`src/mrsre_consts.vh`:
```
// Constants for the move, rotate, subtract and return execution block.
`ifndef MRSRE_CONSTS_VH
`define MRSRE_CONSTS_VH
// Instruction codes written to the op field of the command register.
`define MRSRE_OP_NOP    4'h0
`define MRSRE_OP_LDLIT  4'h1
`define MRSRE_OP_STACC  4'h2
`define MRSRE_OP_RET    4'h3
`define MRSRE_OP_RETI   4'h4
`define MRSRE_OP_ROTL   4'h5
`define MRSRE_OP_ROTR   4'h6
`define MRSRE_OP_SUB    4'h7
// Register offsets on the Avalon-MM slave (byte addresses).
`define MRSRE_ADDR_CMD    4'h0
`define MRSRE_ADDR_ACC    4'h4
`define MRSRE_ADDR_STATUS 4'h8
`define MRSRE_ADDR_PC     4'hC
// Command register fields.
`define MRSRE_CMD_OP_LSB  0
`define MRSRE_CMD_DEST    4
`define MRSRE_CMD_FA_LSB  8
`define MRSRE_CMD_LIT_LSB 16
// Status register fields.
`define MRSRE_ST_C    0
`define MRSRE_ST_DIGIT 1
`define MRSRE_ST_Z    2
`define MRSRE_ST_IE   3
`define MRSRE_ST_BUSY 4
// Reset values.
`define MRSRE_RST_ACC 8'h00
`define MRSRE_RST_PC  13'h0000
// Instruction cycles taken by a subroutine or interrupt return.
`define MRSRE_RET_CYCLES 2'h2
`endif

```
`src/mrsre_exec.v`:
```
// Execution unit for literal load, store, no-op, returns, rotates, subtract.
`timescale 1ns/1ps
`include "mrsre_consts.vh"

module mrsre_exec (
  input  wire        core_clk,
  input  wire        arst_n,
  input  wire [3:0]  avs_address,
  input  wire        avs_read,
  input  wire        avs_write,
  input  wire [31:0] avs_writedata,
  input  wire [3:0]  avs_byteenable,
  output reg  [31:0] avs_readdata,
  output wire        avs_waitrequest,
  output reg  [6:0]  file_addr,
  input  wire [7:0]  file_rdata,
  output reg  [7:0]  file_wdata,
  output reg         file_we,
  output reg         stack_pop,
  input  wire [12:0] stack_top_entry,
  output reg  [12:0] pc
);

  ////////////////////////////////////////////////////////////////////////////
  // Sequencer states.
  localparam ST_IDLE = 2'h0;
  localparam ST_EXEC = 2'h1;
  localparam ST_RET2 = 2'h2;
  localparam ST_DONE = 2'h3;

  ////////////////////////////////////////////////////////////////////////////
  // State, datapath registers and their next values.
  reg  [1:0]  state;
  reg  [1:0]  next_state;
  reg  [3:0]  op;
  reg         dest;
  reg  [7:0]  literal;
  reg  [7:0]  acc;
  reg  [7:0]  next_acc;
  reg         carry_flag;
  reg         next_carry_flag;
  reg         digit_carry_flag;
  reg         next_digit_carry_flag;
  reg         zero_flag;
  reg         next_zero_flag;
  reg         global_interrupt_enable;
  reg         next_global_interrupt_enable;
  reg  [12:0] next_pc;
  reg  [7:0]  next_file_wdata;
  reg         next_file_we;
  reg         next_stack_pop;

  wire        busy;
  wire        cmd_hit;
  wire        acc_hit;
  wire        status_hit;
  wire        op_is_left;
  wire [8:0]  rot_full;
  wire [8:0]  sub_full;
  wire [8:0]  sub_low;

  ////////////////////////////////////////////////////////////////////////////
  // Helpers.

  // True when the bus address selects the given register offset.
  function reg_sel;
    input [3:0] addr;
    input [3:0] offset;
    begin
      reg_sel = (addr == offset);
    end
  endfunction

  // Minuend plus inverted subtrahend plus one; bit 8 is set when no borrow
  // leaves bit 7.
  function [8:0] sub_nb;
    input [7:0] minuend;
    input [7:0] subtrahend;
    begin
      sub_nb = {1'h0, minuend} + {1'h0, ~subtrahend} + 9'h001;
    end
  endfunction

  // Rotate through carry by one place; bit 8 holds the bit that leaves.
  function [8:0] rotc;
    input [7:0] value;
    input       carry_in;
    input       to_left;
    begin
      if (to_left) begin
        rotc = {value[7], value[6:0], carry_in};
      end else begin
        rotc = {value[0], carry_in, value[7:1]};
      end
    end
  endfunction

  ////////////////////////////////////////////////////////////////////////////
  // Datapath. The low nibbles are moved to the top of a byte so that the
  // carry out of the same subtractor gives the borrow from bit 3.
  assign op_is_left = (op == `MRSRE_OP_ROTL);
  assign rot_full   = rotc(file_rdata, carry_flag, op_is_left);
  assign sub_full   = sub_nb(file_rdata, acc);
  assign sub_low    = sub_nb({file_rdata[3:0], 4'h0}, {acc[3:0], 4'h0});

  ////////////////////////////////////////////////////////////////////////////
  // Bus slave. Only a command write is ever held off, and only while a
  // command runs; register writes that arrive while busy are dropped.
  assign busy            = (state != ST_IDLE);
  assign cmd_hit         = avs_write && reg_sel(avs_address, `MRSRE_ADDR_CMD);
  assign acc_hit         = avs_write && avs_byteenable[0] &&
                           reg_sel(avs_address, `MRSRE_ADDR_ACC);
  assign status_hit      = avs_write && avs_byteenable[0] &&
                           reg_sel(avs_address, `MRSRE_ADDR_STATUS);
  assign avs_waitrequest = cmd_hit && busy;

  always @* begin
    if (reg_sel(avs_address, `MRSRE_ADDR_ACC)) begin
      avs_readdata = {24'h000000, acc};
    end else if (reg_sel(avs_address, `MRSRE_ADDR_STATUS)) begin
      avs_readdata = {27'h0000000, busy, global_interrupt_enable, zero_flag,
                      digit_carry_flag, carry_flag};
    end else if (reg_sel(avs_address, `MRSRE_ADDR_PC)) begin
      avs_readdata = {19'h00000, pc};
    end else begin
      avs_readdata = 32'h00000000;
    end
  end

  ////////////////////////////////////////////////////////////////////////////
  // Command latch: the fields are taken only when a command is accepted, so
  // a command written while busy never disturbs the one that runs.
  always @(posedge core_clk or negedge arst_n) begin
    if (!arst_n) begin
      op        <= `MRSRE_OP_NOP;
      dest      <= 1'h0;
      file_addr <= 7'h00;
      literal   <= 8'h00;
    end else if (cmd_hit && !busy) begin
      op        <= avs_writedata[`MRSRE_CMD_OP_LSB+3:`MRSRE_CMD_OP_LSB];
      dest      <= avs_writedata[`MRSRE_CMD_DEST];
      file_addr <= avs_writedata[`MRSRE_CMD_FA_LSB+6:`MRSRE_CMD_FA_LSB];
      literal   <= avs_writedata[`MRSRE_CMD_LIT_LSB+7:`MRSRE_CMD_LIT_LSB];
    end
  end

  ////////////////////////////////////////////////////////////////////////////
  // Next values. Every result is written at the end of the execute cycle;
  // a return spends one more cycle while the program counter is redirected.
  always @* begin
    next_state                   = state;
    next_acc                     = acc;
    next_carry_flag              = carry_flag;
    next_digit_carry_flag        = digit_carry_flag;
    next_zero_flag               = zero_flag;
    next_global_interrupt_enable = global_interrupt_enable;
    next_pc                      = pc;
    next_file_wdata              = file_wdata;
    next_file_we                 = 1'h0;
    next_stack_pop               = 1'h0;
    case (state)
      ST_IDLE: begin
        if (cmd_hit) begin
          next_state = ST_EXEC;
        end else if (acc_hit) begin
          next_acc = avs_writedata[7:0];
        end else if (status_hit) begin
          next_carry_flag              = avs_writedata[`MRSRE_ST_C];
          next_digit_carry_flag        = avs_writedata[`MRSRE_ST_DIGIT];
          next_zero_flag               = avs_writedata[`MRSRE_ST_Z];
          next_global_interrupt_enable = avs_writedata[`MRSRE_ST_IE];
        end
      end
      ST_EXEC: begin
        next_state = ST_DONE;
        next_pc    = pc + 13'h0001;
        case (op)
          `MRSRE_OP_LDLIT: begin
            next_acc = literal;
          end
          `MRSRE_OP_STACC: begin
            next_file_wdata = acc;
            next_file_we    = 1'h1;
          end
          `MRSRE_OP_RET: begin
            next_pc        = stack_top_entry;
            next_stack_pop = 1'h1;
            next_state     = ST_RET2;
          end
          `MRSRE_OP_RETI: begin
            next_pc                      = stack_top_entry;
            next_stack_pop               = 1'h1;
            next_state                   = ST_RET2;
            next_global_interrupt_enable = 1'h1;
          end
          `MRSRE_OP_ROTL, `MRSRE_OP_ROTR: begin
            next_carry_flag = rot_full[8];
            if (dest) begin
              next_file_wdata = rot_full[7:0];
              next_file_we    = 1'h1;
            end else begin
              next_acc = rot_full[7:0];
            end
          end
          `MRSRE_OP_SUB: begin
            next_carry_flag       = sub_full[8];
            next_digit_carry_flag = sub_low[8];
            next_zero_flag        = (sub_full[7:0] == 8'h00);
            if (dest) begin
              next_file_wdata = sub_full[7:0];
              next_file_we    = 1'h1;
            end else begin
              next_acc = sub_full[7:0];
            end
          end
          default: begin
            next_file_we = 1'h0;
          end
        endcase
      end
      ST_RET2: begin
        next_state = ST_DONE;
      end
      default: begin
        next_state = ST_IDLE;
      end
    endcase
  end

  ////////////////////////////////////////////////////////////////////////////
  // Sequencer state. A command is busy from the cycle after acceptance
  // through its done state, which software sees in the status word.
  always @(posedge core_clk or negedge arst_n) begin
    if (!arst_n) begin
      state <= ST_IDLE;
    end else begin
      state <= next_state;
    end
  end

  ////////////////////////////////////////////////////////////////////////////
  // Accumulator.
  always @(posedge core_clk or negedge arst_n) begin
    if (!arst_n) begin
      acc <= `MRSRE_RST_ACC;
    end else begin
      acc <= next_acc;
    end
  end

  ////////////////////////////////////////////////////////////////////////////
  // Status flags and the interrupt enable. They are cleared by reset and
  // otherwise change only through the instruction that owns them or a status write while idle.
  always @(posedge core_clk or negedge arst_n) begin
    if (!arst_n) begin
      carry_flag              <= 1'h0;
      digit_carry_flag        <= 1'h0;
      zero_flag               <= 1'h0;
      global_interrupt_enable <= 1'h0;
    end else begin
      carry_flag              <= next_carry_flag;
      digit_carry_flag        <= next_digit_carry_flag;
      zero_flag               <= next_zero_flag;
      global_interrupt_enable <= next_global_interrupt_enable;
    end
  end

  ////////////////////////////////////////////////////////////////////////////
  // Program counter. It steps by one per instruction; a return loads the
  // popped stack top instead.
  always @(posedge core_clk or negedge arst_n) begin
    if (!arst_n) begin
      pc <= `MRSRE_RST_PC;
    end else begin
      pc <= next_pc;
    end
  end

  ////////////////////////////////////////////////////////////////////////////
  // File register write port. The strobe lasts one cycle and the data holds
  // until the next write, so a slow file can sample it late.
  always @(posedge core_clk or negedge arst_n) begin
    if (!arst_n) begin
      file_wdata <= 8'h00;
      file_we    <= 1'h0;
    end else begin
      file_wdata <= next_file_wdata;
      file_we    <= next_file_we;
    end
  end

  ////////////////////////////////////////////////////////////////////////////
  // Stack pop strobe, one cycle for each return.
  always @(posedge core_clk or negedge arst_n) begin
    if (!arst_n) begin
      stack_pop <= 1'h0;
    end else begin
      stack_pop <= next_stack_pop;
    end
  end

endmodule

```
`config.mk`:
```
export PLATFORM = sky130hd
export DESIGN_NAME = mrsre_exec
export DESIGN_NICKNAME = d
export VERILOG_FILES = /design/src/mrsre_exec.v
export VERILOG_INCLUDE_DIRS = /design/src /design/src/src
export SDC_FILE = /design/constraint.sdc
export NUM_CORES = 1
export LEC_CHECK = 0
export ABC_AREA = 1
export ABC_CLOCK_PERIOD_IN_PS = 2810
export BUFFER_PORTS_ARGS = -buffer_cell sky130_fd_sc_hd__buf_2
export CAP_MARGIN = 0
export CORE_MARGIN = 1.5
export CORE_UTILIZATION = 30
export CTS_BUF_LIST = sky130_fd_sc_hd__clkbuf_8
export DETAILED_ROUTE_END_ITERATION = 16
export SYNTH_ARGS = -nofsm -noshare
export SYNTH_HDL_FRONTEND = slang
export SYNTH_SLANG_ARGS = --single-unit
```
`constraint.sdc`:
```
create_clock -name core_clk -period 2.81 [get_ports core_clk]
set_input_delay 0.281 -clock core_clk [delete_from_list [all_inputs] [get_ports core_clk]]
set_output_delay 0.281 -clock core_clk [all_outputs]
set_load 0.1 [all_outputs]
```
==> flow_metrics.env, run 1 <==
export IMPL_gp_congestion=0.925
export IMPL_grt_max_degree=58
export IMPL_final_max_slew_violation_count=0
export IMPL_startpoint="state[0]"
export IMPL_syn_inst=523
export IMPL_dpl_hpwl_um=8440
export IMPL_setup_violations=0
export IMPL_ys_top_cells_by_area="dfrtp_1, nand2_1, inv_1, nor2_1, ha_1"
export IMPL_cp_arrival_ns=1.75
export IMPL_hold_viol_final=0
export IMPL_cts_resized=0
export IMPL_max_cap_violations=0
export IMPL_power_frac_comb_pct=60.4
export IMPL_powerDensity_nw_per_um2=1240
export IMPL_clk_path_buf_depth=2
export IMPL_initial_core_util_pct=30.7
export IMPL_synth_edf_count=0
export IMPL_fin_crit_sh_pct=72.3
export IMPL_critPathLaunchType="flop"
export IMPL_die_h_um=117
export IMPL_clock_sinks=57
export IMPL_grt_pass1_vias=3506
export IMPL_rsz0062_at_grt="no"
export IMPL_n_antenna_cell=0
export IMPL_grt_overflow=0
export IMPL_clkTransAtPathRegs_ns=0.07
export IMPL_slew_headroom_pct=50.5
export IMPL_drtIter0Drc=191
export IMPL_nFillCells=1367
export IMPL_avgSynthCellArea_um2=7.41
export IMPL_fmax_mhz=492
export IMPL_wirelength_um=10800
export IMPL_fin_skew_ns=0.00865
export IMPL_die_x_um=117
export IMPL_swShare_pct=57.5
export IMPL_yosysMostFrequentCell="nand2_1"
export IMPL_rr_startpoint="acc[0]"
export IMPL_yosys_warnings=0
export IMPL_gr_usage_all_layers_pct=16.5
export IMPL_layout_drive_gt1_share_pct=24.5
export IMPL_synth_flop_cell="dfrtp_1"
export IMPL_intPower_mw=2.49
export IMPL_synth_area_um2=3870
export IMPL_critPathMaxFanout=7
export IMPL_crit_family="buffers and inverters"
export IMPL_yosysTopAreaCell="dfrtp_1"
export IMPL_critical_path_max_stage_delay_ns=0.46
export IMPL_cts_setup_buffers=0
export IMPL_portBuffers=95
export IMPL_fp_dieArea_um2=13600
export IMPL_grt_pass1_wl_um=17100
export IMPL_fin_nets=705
export IMPL_sequentialPowerShare_pct=25.4
export IMPL_yosysTopAreaCellShare_pct=36.8
export IMPL_first_pass_iters=5
export IMPL_crit_required_ns=2.53
export IMPL_numCtsBuffers=9
export IMPL_postCtsHoldBufs=0
export IMPL_fin_util_pct=37.5
export IMPL_drc_errors=0
export IMPL_netlist_top_cells_count="nand2_1, inv_1, dfrtp_1, nor2_1, nand3_1"
export IMPL_area_delta_synth_final_pct=22.3
export IMPL_ir_worst_vdd_v=0.00104
export IMPL_cts_root_buffer="clkbuf_8"
export IMPL_antenna_found_initial=0
export IMPL_final_cell_area_um2=4740
export IMPL_via_per_inst=4.63
export IMPL_async_flop_share_pct=100
export IMPL_synth_cell_types=43
export IMPL_fin_setup_tns_ns=0
export IMPL_path_class="reg -> out"
export IMPL_htreeDepth=3
export IMPL_period_needed_ns=2.03
export IMPL_cp_cell_sequence="inv_1 > ha_1 > o221ai_2 > buf_2"
export IMPL_ys_seq_elements=57
export IMPL_status="completed"
export IMPL_wire_per_inst_um=13.5
export IMPL_cts_tree="done"
export IMPL_leakagePower_nw=2.48
export IMPL_num_vias=3708
export IMPL_power_share_clock_pct=14.2
export IMPL_crit_path_end_kind="output pin"
export IMPL_ys_seq_area_share_pct=36.8
export IMPL_pin_count=128
export IMPL_hold_path_class="in -> async"
export IMPL_cp_num_buf_inv=2
export IMPL_ant_nets=0
export IMPL_rows=41
export IMPL_clock_latency_ns=0.34
export IMPL_worstMarginPinSlew_ns=0.742
export IMPL_p_sw_mw=3.36
export IMPL_critPathSlowestCell="buf_2"
export IMPL_core_area_um2=12600
export IMPL_place_area_um2=4520
-- power by group through the flow --
stage | Sequential, mW | Clock, mW | Combinational [mW]
finish | 1.49 | 0.831 | 3.54
global route | 1.54 | 0.891 | 3.83
CTS | 1.49 | 0.856 | 3.55
detailed placement | 1.50 | 0 | 3.55
global placement | 1.48 | 0 | 3.49
floorplan | 2.70 | 0 | 1.63
-- worst reg2reg max path, cell delays in order, from the launching register on --
cell     delay (ns)
dfrtp_1        0.45
ha_1           0.21
inv_1          0.06
fa_1           0.44
inv_1          0.07
nand3_1        0.06
nor2_1         0.11
nand3_1        0.09
nor2_1         0.11
nand4_1        0.15
a21oi_1        0.15
-- flip-flops by register name, summed over array words and instances (netlist names) --
register and cells:
carry_flag 1, pc 13, digit_carry_flag 1, stack_pop 1, file_we 1, state 2, literal 8, zero_flag 1
file_wdata 8, op 4, global_interrupt_enable 1, dest 1, acc 8, file_addr 7
-- kinds of logic after synthesis --
| group | share of synthesized area, % |
|---|---|
| and+or+nand+nor | 26.5 |
| other | 0.0968 |
| buffers and inverters | 12.9 |
| xor gates and xnor gates | 1.36 |
| DFF | 36.8 |
| muxes | 2.33 |
| AOI/OAI and AO/OA | 15.0 |
| adders and majority gates | 5.04 |
-- layout by cell type, fill, tap and decap left out, types with 2 or more instances in the layout --
master    synthesis  final
nand2_2           4      4
clkbuf_8          0     13
ha_1             14     14
o21ai_1           6      6
nor2_4            4      4
nor2_2            3      3
xor2_1            5      5
a31oi_1           2      2
inv_1            76     76
conb_1            1     19
buf_2             2     95
nand3_1          30     30
inv_2             3      3
o22ai_1          11      8
o221ai_2          0      2
o21ai_0          22     22
nand4_1           5      5
a21oi_1          28     28
dfrtp_1          57     54
mux2_2            8      8
o22ai_2           1      4
nor3_1            5      5
nand2_1         118    118
nor2_1           57     57
o211ai_1         13     13
dfrtp_2           0      3
o221ai_1          6      4
buf_4            19      7
-- path summary, 6_finish.rpt --
path                                         end  slack (ns)  cells past startpoint
worst max-delay path             avs_readdata[4]        0.78                      4
worst min-delay path                file_addr[4]        0.07                      2
worst max register to register         zero_flag        0.84                     10
worst min register to register  digit_carry_flag        0.49                      2
max in group asynchronous                  pc[2]        2.18                      2
min in group core_clk                      pc[9]        0.16                      3
-- metrics by stage --
stage	hold slack [ns]	power, mW	setup WS, ns	cells
after global routing	0.128	6.26	0.664	801
after CTS	0.0985	5.90	0.736	801
after detailed placement	0.473	5.05	0.809	786
after global placement	0.471	4.98	0.852	786
after floorplan	-0.0146	4.32	0.0783	541
final	0.0743	5.86	0.779	801
-- routing by layer --
metal / vias up / track usage, % / part of all wire, %
li1: 1867 / - / -
met1: 1715 / 21.7 / 44
met2: 120 / 27.1 / 48
met3: 6 / 3.63 / 7.2
met4: 0 / 5.30 / 0.69
met5: - / 0 / 0
-- cell type report --
| class | count | area [um2] | area share (%) |
|---|---|---|---|
| clock buffers | 13 | 179 | 3.78 |
| clock inverters | 2 | 35.0 | 0.740 |
| repair buffers | 102 | 528 | 11.1 |
| flip-flops and latches | 57 | 1430 | 30.2 |
| multi-input cells | 375 | 2050 | 43.2 |
| well taps | 172 | 215 | 4.54 |
| inverters | 80 | 300 | 6.34 |
Power figures use the tool's default switching activity.
==> run 2, diff against run 1 <==
--- a/config.mk
+++ b/config.mk
@@ -7,7 +7,7 @@
 export NUM_CORES = 1
 export LEC_CHECK = 0
 export ABC_AREA = 1
-export ABC_CLOCK_PERIOD_IN_PS = 2810
+export ABC_CLOCK_PERIOD_IN_PS = 1850
 export BUFFER_PORTS_ARGS = -buffer_cell sky130_fd_sc_hd__buf_2
 export CAP_MARGIN = 0
 export CORE_MARGIN = 1.5
==> constraint.sdc (replaced) <==
create_clock -name core_clk -period 1.85 [get_ports core_clk]
set_input_delay 0.185 -clock core_clk [delete_from_list [all_inputs] [get_ports core_clk]]
set_output_delay 0.185 -clock core_clk [all_outputs]
set_load 0.1 [all_outputs]
==> run 2 against run 1 <==
Against the previous run: the flow now finishes with violations (setup timing); non-clock buffer count grew 16; clock power grew 72%; count of clock-buffer cells in the layout shrank 3; global-route usage grew 0.53 points; highest routed layer unchanged.
==> flow_metrics.env, run 2 (same netlist as run 1, synthesis figures left out) <==
export IMPL_regArea_um2=1450
export IMPL_rows=41
export IMPL_nFillCells=1330
export IMPL_status="finished with violations"
export IMPL_clock_latency_ns=0.34
export IMPL_multi_input_area_um2=2220
export IMPL_intPower_mw=4.31
export IMPL_via_per_inst=4.67
export IMPL_final_max_slew_violation_count=0
export IMPL_pin_count=128
export IMPL_wire_per_inst_um=13.9
export IMPL_swShare_pct=55.3
export IMPL_initial_core_util_pct=30.7
export IMPL_critPathMaxFanout=2
export IMPL_clk_path_buf_depth=2
export IMPL_area_delta_synth_final_pct=36.9
export IMPL_setup_ws_ns=-0.00950
export IMPL_final_cell_area_um2=5300
export IMPL_grt_max_degree=37
export IMPL_core_area_um2=12600
export IMPL_ir_worst_vdd_v=0.00109
export IMPL_fmax_mhz=538
export IMPL_cts_root_buffer="clkbuf_8"
export IMPL_ant_nets=0
export IMPL_wirelength_um=11400
export IMPL_slew_headroom_pct=64.6
export IMPL_antenna_found_initial=0
export IMPL_powerDensity_nw_per_um2=1820
export IMPL_fin_util_pct=42.0
export IMPL_n_antenna_cell=0
export IMPL_fp_dieArea_um2=13600
export IMPL_gr_usage_all_layers_pct=17.1
export IMPL_portBuffers=95
export IMPL_hold_path_class="in -> reg"
export IMPL_largest_register="pc"
export IMPL_num_vias=3821
export IMPL_numCtsBuffers=9
export IMPL_gp_congestion=0.954
export IMPL_crit_required_ns=2.11
export IMPL_violations="setup timing"
export IMPL_sequentialPowerShare_pct=23.5
export IMPL_fin_skew_ns=0.00980
export IMPL_largest_reg_flops=13
export IMPL_grt_pass1_wl_um=18000
export IMPL_leakagePower_nw=2.60
export IMPL_critPathLaunchType="flop"
export IMPL_place_area_um2=4880
export IMPL_final_cell_mix="nand2_1, buf_2, inv_1, nor2_1, dfrtp_1"
export IMPL_p_sw_mw=5.35
export IMPL_path_class="reg -> reg"
export IMPL_hold_viol_final=0
export IMPL_crit_path_end_kind="flop"
export IMPL_totalPowerFinal_mw=9.66
export IMPL_first_pass_iters=4
export IMPL_cts_tree="done"
export IMPL_die_h_um=117
export IMPL_worstMarginPinSlew_ns=0.530
export IMPL_drc_errors=0
export IMPL_fin_crit_sh_pct=101
export IMPL_fin_setup_tns_ns=-0.00950
export IMPL_fin_nets=721
export IMPL_final_common_cell="nand2_1"
export IMPL_power_share_clock_pct=14.8
export IMPL_layout_drive_gt1_share_pct=33.0
export IMPL_setup_violations=1
export IMPL_die_x_um=117
export IMPL_clkTransAtPathRegs_ns=0.07
export IMPL_period_needed_ns=1.86
export IMPL_htreeDepth=3
export IMPL_max_cap_violations=0
export IMPL_dpl_hpwl_um=8970
export IMPL_place_ws_ns=0.000393
export IMPL_power_frac_comb_pct=61.7
export IMPL_cp_arrival_ns=2.12
export IMPL_grt_pass1_vias=3704
export IMPL_grt_overflow=0
export IMPL_drtIter0Drc=177
export IMPL_clock_sinks=57
export IMPL_rsz0062_at_grt="yes"
-- run 2: routing by layer --
metal  routed length [um]  track usage, %
met3                  628            4.36
met2                 5410            27.3
met5                    0               0
met1                 5230            22.9
met4                  142            4.90
-- run 2: power by group through the flow --
| stage | sequential, mW | combinational (mW) | clock, mW |
|---|---|---|---|
| finish | 2.27 | 5.96 | 1.43 |
| global route | 2.34 | 6.41 | 1.53 |
| CTS | 2.27 | 5.67 | 1.46 |
| detailed placement | 2.29 | 5.65 | 0 |
| global placement | 2.26 | 5.57 | 0 |
| floorplan | 4.14 | 2.50 | 0 |
-- run 2: final timing paths --
check	start	endpoint	slack [ns]	cells past startpoint
max	acc[0]	zero_flag	-0.01	10
max in group asynchronous	arst_n	pc[3]	0.87	3
min in group asynchronous	arst_n	file_addr[5]	0.36	2
max reg2reg	acc[0]	zero_flag	-0.01	10
min	stack_top_entry[4]	pc[4]	0.06	2
min reg2reg	file_wdata[2]	file_wdata[2]	0.49	2
-- run 2: final cells by class --
class,count,share of cell area [%]
clock inverter,6,2.01
tap,172,4.06
clock buffer,10,2.60
timing repair buffer,118,16.4
multi-input combinational,375,41.9
sequential,57,27.3
inverter,80,5.66
-- run 2: what timing repair did --
item	CTS	global route
endpoints found under the hold margin	21	0
gates cloned	0	0
resized for setup	1	29
buffers inserted	0	6
hold buffers	1	0
pin swaps	0	9
endpoints found under the setup margin	2	21
-- run 2: worst max-delay path, stage by stage, from the launching register on --
cell and delay (ns):
dfrtp_1 0.38, ha_2 0.17, inv_2 0.05, fa_2 0.45, inv_2 0.06, nand3_2 0.05, nor2_1 0.08, nand3_1 0.08
nor2_1 0.13, nand4_1 0.16, a21oi_2 0.17
-- run 2: stage by stage --
stage          std cells  hold slack (ns)
3_3_place_gp         795            0.191
6_report             818           0.0642
2_1_floorplan        541           -0.111
4_1_cts              812           0.0521
3_5_place_dp         795            0.200
5_1_grt              818           0.0539
